[src/core/sfp_pkg.sv]
package sfp_pkg;
    localparam int SECTORS = 4;
    localparam int SECTOR_BYTES = 32768;
    localparam int ADDR_W = 17;
    localparam int SECT_LSB = 15;
    localparam logic [7:0] ERASED_BYTE = 8'hFF;
    localparam logic [7:0] OP_WRITE_UNLOCK_CMD = 8'h06;
    localparam logic [7:0] OP_WRITE_RELOCK_CMD = 8'h04;
    localparam logic [7:0] OP_RDSR = 8'h05;
    localparam logic [7:0] OP_STATUS_WRITE_CMD = 8'h01;
    localparam logic [7:0] OP_READ = 8'h03;
    localparam logic [7:0] OP_PP = 8'h02;
    localparam logic [7:0] OP_SECT = 8'hD8;
    localparam logic [7:0] OP_BULK = 8'hC7;
    localparam logic [7:0] OP_SLEEP = 8'hB9;
    localparam logic [7:0] OP_WAKE = 8'hAB;
    localparam int BIT_BUSY = 0;
    localparam int BIT_WEL = 1;
    localparam int BIT_BP_LO = 2;
    localparam int BIT_BP_HI = 3;
    localparam int BIT_LOCK = 7;
    localparam logic [7:0] STATUS_WMASK = 8'h8C;
    localparam logic [1:0] BP_RESET = 2'h0;
    localparam logic LOCK_RESET = 1'b0;
    localparam int CLK_HZ = 40000000;
    localparam int PUW_US = 10;
    localparam int PUW_CYC = (PUW_US * (CLK_HZ / 1000000) > 0) ?
        PUW_US * (CLK_HZ / 1000000) : 1;
    localparam int STAT_WR_CYC = 64;
    localparam int PROG_CYC = 256;
    localparam int SECT_CYC = 1024;
    localparam int BULK_CYC = 2048;
    typedef enum logic [1:0] {
        SFP_CYC_NONE, SFP_CYC_STAT, SFP_CYC_PROG, SFP_CYC_ERASE
    } sfp_cyc_t;
    typedef enum logic [1:0] {
        SFP_PWR_STANDBY, SFP_PWR_ACTIVE, SFP_PWR_DEEP
    } sfp_pwr_t;
endpackage : sfp_pkg

[src/core/sfp_cmd_if.sv]
`timescale 1ns/10ps
interface sfp_cmd_if;
    logic rise;
    logic fall;
    logic sdi;
    logic paused;
    modport link (output rise, output fall, output sdi, output paused);
    modport core (input rise, input fall, input sdi, input paused);
endinterface : sfp_cmd_if

[src/core/sfp_link.sv]
`timescale 1ns/10ps
module sfp_link
    import sfp_pkg::*;
(
    input wire logic clk,
    input wire logic rst_n,
    input wire logic sck_pin,
    input wire logic sdi_pin,
    input wire logic cs_n_pin,
    input wire logic hold_n_pin,
    output logic cs_n,
    sfp_cmd_if.link lk
);
    logic [3:0] s1_q, s2_q, s1_d, s2_d;
    logic sck_q, sck_d, hold_q, hold_d, pause_q, pause_d;
    always_comb begin
        s1_d = {sck_pin, sdi_pin, cs_n_pin, hold_n_pin};
        s2_d = s1_q;
        sck_d = s2_q[3];
        hold_d = s2_q[0];
        pause_d = pause_q;
        // Entry and exit wait for a low serial clock; deselect ends a pause at once
        if (s2_q[1]) begin
            pause_d = 1'b0;
        end else if (!s2_q[3]) begin
            pause_d = !s2_q[0];
        end
    end
    always_ff @(posedge clk or negedge rst_n) begin
        if (!rst_n) begin
            s1_q <= 4'h3;
            s2_q <= 4'h3;
            sck_q <= 1'b0;
            hold_q <= 1'b1;
            pause_q <= 1'b0;
        end else begin
            s1_q <= s1_d;
            s2_q <= s2_d;
            sck_q <= sck_d;
            hold_q <= hold_d;
            pause_q <= pause_d;
        end
    end
    assign cs_n = s2_q[1];
    // Clock edges are masked while paused
    assign lk.rise = s2_q[3] & ~sck_q & ~pause_q;
    assign lk.fall = ~s2_q[3] & sck_q & ~pause_q;
    assign lk.sdi = s2_q[2];
    assign lk.paused = pause_q;
endmodule : sfp_link

[src/core/sfp_core.sv]
`timescale 1ns/10ps
module sfp_core
    import sfp_pkg::*;
#(
    parameter int PUW_CYCLES = PUW_CYC,
    parameter int BULK_CYCLES = BULK_CYC,
    parameter int SECT_CYCLES = SECT_CYC
) (
    input wire logic clk,
    input wire logic arst_n,
    input wire logic sck,
    input wire logic sdi,
    input wire logic cs_n,
    input wire logic hold_n,
    input wire logic guard_n,
    output logic sdo,
    output logic sdo_oe,
    output logic busy,
    output logic active,
    output logic deep_sleep,
    output logic [7:0] status_word,
    output logic wipe_strobe,
    output logic [1:0] wipe_sector,
    output logic wipe_all,
    output logic prog_strobe,
    output logic [ADDR_W-1:0] prog_addr,
    output logic [7:0] prog_mask
);
    import sfp_pkg::*;
    logic r1_q, rst_n;
    logic cs_n_s;
    sfp_cmd_if cmd ();
    always_ff @(posedge clk or negedge arst_n) begin
        if (!arst_n) begin
            r1_q <= 1'b0;
            rst_n <= 1'b0;
        end else begin
            r1_q <= 1'b1;
            rst_n <= r1_q;
        end
    end
    sfp_link u_link (
        .clk(clk),
        .rst_n(rst_n),
        .sck_pin(sck),
        .sdi_pin(sdi),
        .cs_n_pin(cs_n),
        .hold_n_pin(hold_n),
        .cs_n(cs_n_s),
        .lk(cmd.link)
    );
    logic g1_q, g2_q;
    always_ff @(posedge clk or negedge rst_n) begin
        if (!rst_n) begin
            g1_q <= 1'b1;
            g2_q <= 1'b1;
        end else begin
            g1_q <= guard_n;
            g2_q <= g1_q;
        end
    end

    function automatic logic sect_prot(input logic [1:0] bp,
                                       input logic [1:0] sect);
        unique case (bp)
            2'h0: sect_prot = 1'b0;
            2'h1: sect_prot = (sect == 2'h3);
            2'h2: sect_prot = sect[1];
            default: sect_prot = 1'b1;
        endcase
    endfunction : sect_prot

    logic [7:0] sh_q, sh_d, op_q, op_d, data_q, data_d, out_q, out_d;
    logic [12:0] nbits_q, nbits_d;
    logic [ADDR_W-1:0] addr_q, addr_d;
    logic cs_q, cs_d, wel_q, wel_d, lock_q, lock_d, deep_q, deep_d;
    logic [1:0] bp_q, bp_d, bpn_q, bpn_d;
    logic lockn_q, lockn_d;
    sfp_cyc_t cyc_q, cyc_d;
    logic [11:0] cnt_q, cnt_d;
    logic [$clog2(PUW_CYCLES+1)-1:0] puw_q, puw_d;
    logic wipe_d, wipe_all_d, prog_d, oe_d;
    logic [1:0] wsect_d;
    logic [ADDR_W-1:0] paddr_d;
    logic [7:0] pmask_d;
    logic blocked, hw_lock, end_frame, mult8;

    always_comb begin
        sh_d = sh_q;
        op_d = op_q;
        data_d = data_q;
        out_d = out_q;
        nbits_d = nbits_q;
        addr_d = addr_q;
        cs_d = !cs_n_s;
        wel_d = wel_q;
        lock_d = lock_q;
        bp_d = bp_q;
        bpn_d = bpn_q;
        lockn_d = lockn_q;
        deep_d = deep_q;
        cyc_d = cyc_q;
        cnt_d = cnt_q;
        puw_d = (puw_q != '0) ? puw_q - 1'b1 : puw_q;
        wipe_d = 1'b0;
        wipe_all_d = 1'b0;
        wsect_d = 2'h0;
        prog_d = 1'b0;
        paddr_d = prog_addr;
        pmask_d = prog_mask;
        blocked = (puw_q != '0);
        hw_lock = lock_q & !g2_q;
        end_frame = cs_q & cs_n_s;
        mult8 = (nbits_q[2:0] == 3'h0) && (nbits_q != 13'h0);
        // Internal cycle runs on whatever the link does
        if (cyc_q != SFP_CYC_NONE) begin
            if (cnt_q == 12'h0) begin
                if (cyc_q == SFP_CYC_STAT) begin
                    bp_d = bpn_q;
                    lock_d = lockn_q;
                end
                cyc_d = SFP_CYC_NONE;
                wel_d = 1'b0;
            end else begin
                cnt_d = cnt_q - 12'h1;
            end
        end
        if (cs_n_s) begin
            nbits_d = 13'h0;
        end else if (cmd.rise) begin
            sh_d = {sh_q[6:0], cmd.sdi};
            if (nbits_q != 13'h1FFF) begin
                nbits_d = nbits_q + 13'h1;
            end
            if (nbits_q == 13'h7) begin
                op_d = {sh_q[6:0], cmd.sdi};
            end else if (nbits_q >= 13'h8 && nbits_q < 13'h20) begin
                addr_d = {addr_q[ADDR_W-2:0], cmd.sdi};
            end
            if (nbits_q[2:0] == 3'h7) begin
                data_d = {sh_q[6:0], cmd.sdi};
            end
        end
        if (cmd.fall && !cs_n_s && !deep_q) begin
            if (op_q == OP_RDSR && nbits_q >= 13'h8) begin
                out_d = (nbits_q[2:0] == 3'h0) ? status_word << 1
                                               : out_q << 1;
            end
        end
        if (cmd.fall && nbits_q == 13'h8) begin
            out_d = status_word;
        end
        // Frame end decodes at the chip select rise
        if (end_frame && !deep_q) begin
            if (mult8 && nbits_q == 13'h8) begin
                unique case (op_q)
                    OP_WRITE_UNLOCK_CMD: wel_d = 1'b1;
                    OP_WRITE_RELOCK_CMD: wel_d = 1'b0;
                    OP_SLEEP: deep_d = (cyc_q == SFP_CYC_NONE);
                    OP_BULK: begin
                        // Rejected attempts still drop the latch
                        if (wel_q && !blocked && cyc_q == SFP_CYC_NONE &&
                            bp_q == 2'h0) begin
                            cyc_d = SFP_CYC_ERASE;
                            cnt_d = 12'(BULK_CYCLES);
                            wipe_d = 1'b1;
                            wipe_all_d = 1'b1;
                        end
                        wel_d = 1'b0;
                    end
                    default: ;
                endcase
            end
            if (mult8 && nbits_q == 13'h10 && op_q == OP_STATUS_WRITE_CMD) begin
                if (wel_q && !blocked && !hw_lock &&
                    cyc_q == SFP_CYC_NONE) begin
                    bpn_d = data_q[BIT_BP_HI:BIT_BP_LO];
                    lockn_d = data_q[BIT_LOCK];
                    cyc_d = SFP_CYC_STAT;
                    cnt_d = 12'(STAT_WR_CYC);
                end
                wel_d = 1'b0;
            end
            if (mult8 && nbits_q == 13'h20 && op_q == OP_SECT) begin
                if (wel_q && !blocked && cyc_q == SFP_CYC_NONE &&
                    !sect_prot(bp_q, addr_q[SECT_LSB+:2])) begin
                    cyc_d = SFP_CYC_ERASE;
                    cnt_d = 12'(SECT_CYCLES);
                    wipe_d = 1'b1;
                    wsect_d = addr_q[SECT_LSB+:2];
                end
                wel_d = 1'b0;
            end
            if (mult8 && nbits_q > 13'h20 && op_q == OP_PP) begin
                if (wel_q && !blocked && cyc_q == SFP_CYC_NONE &&
                    !sect_prot(bp_q, addr_q[SECT_LSB+:2])) begin
                    cyc_d = SFP_CYC_PROG;
                    cnt_d = 12'(PROG_CYC);
                    prog_d = 1'b1;
                    paddr_d = addr_q;
                    // Cell clears only bits given as zero
                    pmask_d = ~data_q;
                end
                wel_d = 1'b0;
            end
        end
        if (end_frame && deep_q && op_q == OP_WAKE &&
            nbits_q >= 13'h8) begin
            deep_d = 1'b0;
        end
        oe_d = !cs_n_s && !cmd.paused && !deep_q && op_q == OP_RDSR &&
               nbits_q >= 13'h8;
    end

    always_ff @(posedge clk or negedge rst_n) begin
        if (!rst_n) begin
            sh_q <= 8'h00;
            op_q <= 8'h00;
            data_q <= 8'h00;
            out_q <= 8'h00;
            nbits_q <= 13'h0;
            addr_q <= '0;
            cs_q <= 1'b0;
            wel_q <= 1'b0;
            lock_q <= LOCK_RESET;
            bp_q <= BP_RESET;
            bpn_q <= BP_RESET;
            lockn_q <= LOCK_RESET;
            deep_q <= 1'b0;
            cyc_q <= SFP_CYC_NONE;
            cnt_q <= 12'h0;
            puw_q <= ($clog2(PUW_CYCLES+1))'(PUW_CYCLES);
            sdo <= 1'b0;
            sdo_oe <= 1'b0;
            wipe_strobe <= 1'b0;
            wipe_sector <= 2'h0;
            wipe_all <= 1'b0;
            prog_strobe <= 1'b0;
            prog_addr <= '0;
            prog_mask <= 8'h00;
            busy <= 1'b0;
            active <= 1'b0;
            deep_sleep <= 1'b0;
            status_word <= 8'h00;
        end else begin
            sh_q <= sh_d;
            op_q <= op_d;
            data_q <= data_d;
            out_q <= out_d;
            nbits_q <= nbits_d;
            addr_q <= addr_d;
            cs_q <= cs_d;
            wel_q <= wel_d;
            lock_q <= lock_d;
            bp_q <= bp_d;
            bpn_q <= bpn_d;
            lockn_q <= lockn_d;
            deep_q <= deep_d;
            cyc_q <= cyc_d;
            cnt_q <= cnt_d;
            puw_q <= puw_d;
            sdo <= out_d[7];
            sdo_oe <= oe_d;
            wipe_strobe <= wipe_d;
            wipe_sector <= wsect_d;
            wipe_all <= wipe_all_d;
            prog_strobe <= prog_d;
            prog_addr <= paddr_d;
            prog_mask <= pmask_d;
            busy <= (cyc_d != SFP_CYC_NONE);
            active <= !cs_n_s || (cyc_d != SFP_CYC_NONE);
            deep_sleep <= deep_d;
            status_word <= {lock_d, 3'h0, bp_d, wel_d,
                            (cyc_d != SFP_CYC_NONE)};
        end
    end
endmodule : sfp_core

[config.mk]
export PLATFORM = sky130hd
export DESIGN_NAME = sfp_core
export DESIGN_NICKNAME = d
export VERILOG_FILES = /design/src/core/sfp_pkg.sv /design/src/core/sfp_cmd_if.sv /design/src/core/sfp_link.sv /design/src/core/sfp_core.sv
export SDC_FILE = /design/constraint.sdc
export NUM_CORES = 1
export LEC_CHECK = 0
export BUFFER_PORTS_ARGS = -buffer_cell sky130_fd_sc_hd__buf_2
export CORE_MARGIN = 4
export CORE_UTILIZATION = 30
export CTS_CLUSTER_DIAMETER = 80
export DETAILED_ROUTE_END_ITERATION = 10
export PLACE_DENSITY_LB_ADDON = 0.25
export SYNTH_ARGS = -nofsm -noshare
export SYNTH_HDL_FRONTEND = slang
export SYNTH_SLANG_ARGS = --single-unit
[constraint.sdc]
create_clock -name clk -period 7.4 [get_ports clk]
set_input_delay 0.37 -clock clk [delete_from_list [all_inputs] [get_ports clk]]
set_output_delay 0.37 -clock clk [all_outputs]
set_load 0.03 [all_outputs]
==> results_tabular.tex <==
\begin{tabular}{lr}
\hline
Metric & Value \\
\hline
\multicolumn{2}{l}{\textbf{Outcome}} \\
\quad Status & finished clean \\
\multicolumn{2}{l}{\textbf{Power}} \\
\quad Power per cell area & between 200 and 250 nW/µm² \\
\quad Proportion of total power due to net switching & 23.3\% \\
\quad Largest voltage drop on the vdd net & 0.157 mV \\
\quad Reg power frac & 47.9\% \\
\quad Total internal power & $\sim$0.0013 W \\
\quad Part of the power in combinational logic & 2.3\% \\
\quad Net switching power & 0.000398 W \\
\quad P\_leak & approximately 3.6 nW \\
\quad Clock network fraction of total power & 49.8\% \\
\multicolumn{2}{l}{\textbf{Floorplan}} \\
\quad Initial standard-cell utilization of the core & between 30\% and 40\% \\
\quad Die Y & around 150 µm \\
\quad Number of rows in the core area & 52 \\
\quad Placeable core region & 20400 µm² \\
\quad Ports & 50 \\
\quad Overall die width & 153 µm \\
\quad Die area & 23400 µm² \\
\multicolumn{2}{l}{\textbf{Placed design}} \\
\quad GPL Wtd Cong & 0.785 \\
\quad Port bufs & 46 \\
\quad Post-Place Setup Slack & 4380 ps \\
\quad Placed insts & 808 \\
\quad Sum of net half-perimeters after detailed placement & just over 9 mm \\
\quad Area of placed instances & slightly below 7000 µm² \\
\multicolumn{2}{l}{\textbf{Synth}} \\
\quad EDFF count, synth & 0 \\
\quad Number of distinct library cells after synthesis & 63 \\
\quad Gate Count Post-Synth & 512 \\
\quad Number of warnings issued by yosys & 0 \\
\quad Ys async rst share & 100\% \\
\quad Mean instance size in the synthesized netlist & 12.3 µm² \\
\quad Dominant register cell in the synthesized netlist & dfrtp\_1 \\
\quad Seq/Total Area, Yosys & between 50\% and 60\% \\
\quad Cell area after synthesis & 6300 µm² \\
\quad Number of synthesized register bits & 140 \\
\multicolumn{2}{l}{\textbf{Timing}} \\
\quad Clock skew & 10.8 ps \\
\quad FMAX & 329 MHz \\
\quad Number of failing hold endpoints at the final stage & 0 \\
\quad Final period demand of the worst path & just over 3000 ps \\
\quad Unrepaired setup endpoints after global routing & no \\
\quad Slew at the pin closest to its max-slew limit & 1050 ps \\
\quad Period Utilization, post-route & 41.0\% \\
\quad Max transition margin & approximately 30\% \\
\quad Final worst-path setup slack & 4360 ps \\
\quad Sum of negative setup slack & 0 ps \\
\quad Final-report setup violation count & 0 \\
\quad Final Max Tran Viols & 0 \\
\multicolumn{2}{l}{\textbf{Drt}} \\
\quad Final Routed Wirelength & 13.3 mm \\
\quad Drt first pass iters & 4 \\
\quad Total DRC errors in the routed layout & 0 \\
\quad Total number of vias & 4065 \\
\quad Count of nets left with antenna violations after detail routing & 0 \\
\quad Number of DRC violations after detailed-routing iteration 0 & around 300 \\
\quad Via density per instance & 4.83 \\
\quad Routed len/inst & 15.9 µm \\
\multicolumn{2}{l}{\textbf{Layout}} \\
\quad Commonest non-fill, non-tap cells in the layout & 130 x dfrtp\_1, 63 x mux2\_2, 46 x buf\_2 \\
\quad Storage cell area & 3520 µm² \\
\quad Number of standard cells in the final layout excluding fillers & 841 \\
\quad Ant diodes & 0 \\
\quad Most frequent standard cell in the layout excluding fill and tap cells & dfrtp\_1 \\
\quad Final core occ & around 36\% \\
\quad Area delta synth->final & 16.8\% \\
\quad Footprint of the multi-input gates & 2620 µm² \\
\quad Number of nets in the finished design & 571 \\
\quad Filler cells & 2034 \\
\quad Layout cells sized above 1 & 31.2\% \\
\quad Summed area of non-filler cells in the final layout & 7360 µm² \\
\multicolumn{2}{l}{\textbf{CTS}} \\
\quad Deepest level of the CTS H-tree & 4 \\
\quad Total number of clock tree sinks & 140 \\
\quad Post-cts repair resize count & 0 \\
\quad Largest buffer count on any clock path & 2 \\
\quad TritonCTS clock tree & done \\
\quad Clock transition at the register clock pins on the worst setup and hold paths after CTS & 60 ps \\
\quad Total clock buffers created by CTS & 17 \\
\quad Clock latency of the later-clocked register in the worst-skew pair & 420 ps \\
\quad Buffer cell driving the clock tree root & clkbuf\_16 \\
\quad Buffers inserted during post-CTS setup optimization & 0 \\
\multicolumn{2}{l}{\textbf{Setup path}} \\
\quad Critical path peak fanout & 12 \\
\quad Cell Chain, Critical Path & inv\_1 -> ha\_1 -> nor2b\_1 -> nand2\_1 -> a311o\_1 -> a21oi\_1 -> nor3\_1 \\
\quad Type of the worst setup path & reg2reg \\
\quad Data arrival time at the worst-slack endpoint & between 3000 and 4000 ps \\
\quad Slowest-stage cell, CP & a21oi\_1 \\
\quad Sort of element at the start of the critical path & register \\
\quad Peak per-stage delay on the critical path & 780 ps \\
\quad Type of element capturing the critical path & register \\
\quad Endpoint required time on the critical path & 7650 ps \\
\multicolumn{2}{l}{\textbf{Global route}} \\
\quad Remaining Overflow, GRT & 0 \\
\quad Via count of the first global-routing pass & between 4000 and 5000 \\
\quad Initial antenna violation count & 0 \\
\quad Pin count of the biggest net entering global routing & 85 \\
\quad Total global routing track utilization & about an eighth \\
\quad Wire length of the first global-routing pass & $\sim$23 mm \\
\multicolumn{2}{l}{\textbf{Min path}} \\
\quad Min-delay worst type & in2reg \\
\multicolumn{2}{l}{\textbf{Flow run}} \\
\quad Reported max-cap violation count & 0 \\
\hline
\end{tabular}
## stage by stage
stage          hold WS [ps]  power [W]
2_1_floorplan          74.4   0.000855
6_report               51.3    0.00171
5_1_grt                26.0    0.00178
3_5_place_dp            159   0.000873
3_3_place_gp            154   0.000872
4_1_cts                29.1    0.00173
## cell usage after synthesis (3+ instances only)
cell type	n	area, µm²
a211oi_1	4	30.0
a21o_1	10	75.1
a21oi_1	11	55.1
and3_1	9	56.3
buf_2	3	15.0
buf_4	6	45.0
clkbuf_1	12	45.0
dfrtp_1	131	3280
dfstp_2	9	236
ha_1	6	75.1
inv_1	10	37.5
mux2_2	63	709
mux2_4	8	120
mux2i_1	5	50.1
nand2_1	17	63.8
nand2b_1	6	37.5
nand3_1	17	85.1
nand3b_1	4	30.0
nand4_1	16	100
nand4b_1	3	26.3
nor2_1	35	131
nor2b_1	5	31.3
nor3_1	27	135
nor3b_1	5	37.5
nor4_1	7	43.8
nor4_4	3	63.8
o21ai_0	9	45.0
o31ai_1	3	22.5
or3_1	4	25.0
or4_1	3	22.5
xnor2_1	5	43.8
xor2_1	17	149
## cells by family after synthesis
group | count (synthesis) | synth area share (%)
DFF | 140 | 55.8
and+or+nand+nor | 184 | 17.9
AOI/OAI and AO/OA | 47 | 4.95
buffers and inverters | 34 | 2.90
xor gates and xnor gates | 22 | 3.06
other | 2 | 0.119
muxes | 77 | 14.1
adders and majority gates | 6 | 1.19
## power by group through the flow
stage | Combinational (W) | Sequential, W | Clock (W)
finish | 0.0000396 | 0.000818 | 0.000851
global route | 0.0000456 | 0.000823 | 0.000913
CTS | 0.0000408 | 0.000819 | 0.000871
detailed placement | 0.0000403 | 0.000833 | 0
global placement | 0.0000396 | 0.000833 | 0
floorplan | 0.0000299 | 0.000825 | 0
## repair_timing
| action | CTS | global route |
|---|---|---|
| endpoints found under the hold margin | 2 | 0 |
| hold buffers | 1 | 0 |
| setup endpoints to repair | 0 | 0 |
## final timing paths
kind | from | endpoint | slack [ps] | cells after the start
worst min-delay path | cs_n | u_link.s1_q[1] | 50 | 1
worst min register to register | u_link.s1_q[2] | u_link.s2_q[2] | 350 | 0
max in group asynchronous | rst_n | active | 5570 | 1
worst max-delay path | nbits_q[0] | cnt_q[4] | 4360 | 7
worst max register to register | nbits_q[0] | cnt_q[4] | 4360 | 7
min in group asynchronous | arst_n | rst_n | 260 | 2
## sequential cells by signal, indices dropped and copies added (netlist names), 2 cells and up
name / count
cyc_q: 2
cnt_q: 12
u_link.s1_q: 4
puw_q: 9
sh_q: 7
addr_q: 17
wipe_sector: 2
op_q: 8
out_q: 8
u_link.s2_q: 4
prog_mask: 8
nbits_q: 13
data_q: 8
bpn_q: 2
prog_addr: 17
status_word: 4
## final cells by class
cell class	count	share of cell area, %
Clock buffer	17	5.78
Clock inverter	15	2.24
Inverter	11	0.629
Multi-Input combinational cell	340	35.6
Sequential cell	140	47.8
Tap cell	270	4.59
Timing Repair Buffer	48	3.37
## worst max-delay path: cells and delay by family, from the launching register on
family	cells	cell delay, ps
AOI/OAI and AO/OA	2	1250
and+or+nand+nor	3	960
buffers and inverters	1	100
DFF	1	410
adders and majority gates	1	140
## metal layers
metal	global-route usage, %	vias to the layer above	share of wire (%)
li1	-	1949	-
met2	18.0	67	46
met4	4.24	0	1.7
met3	3.34	17	3.5
met1	16.7	2032	49
met5	0	-	0
(Power assumes the default switching activity.)
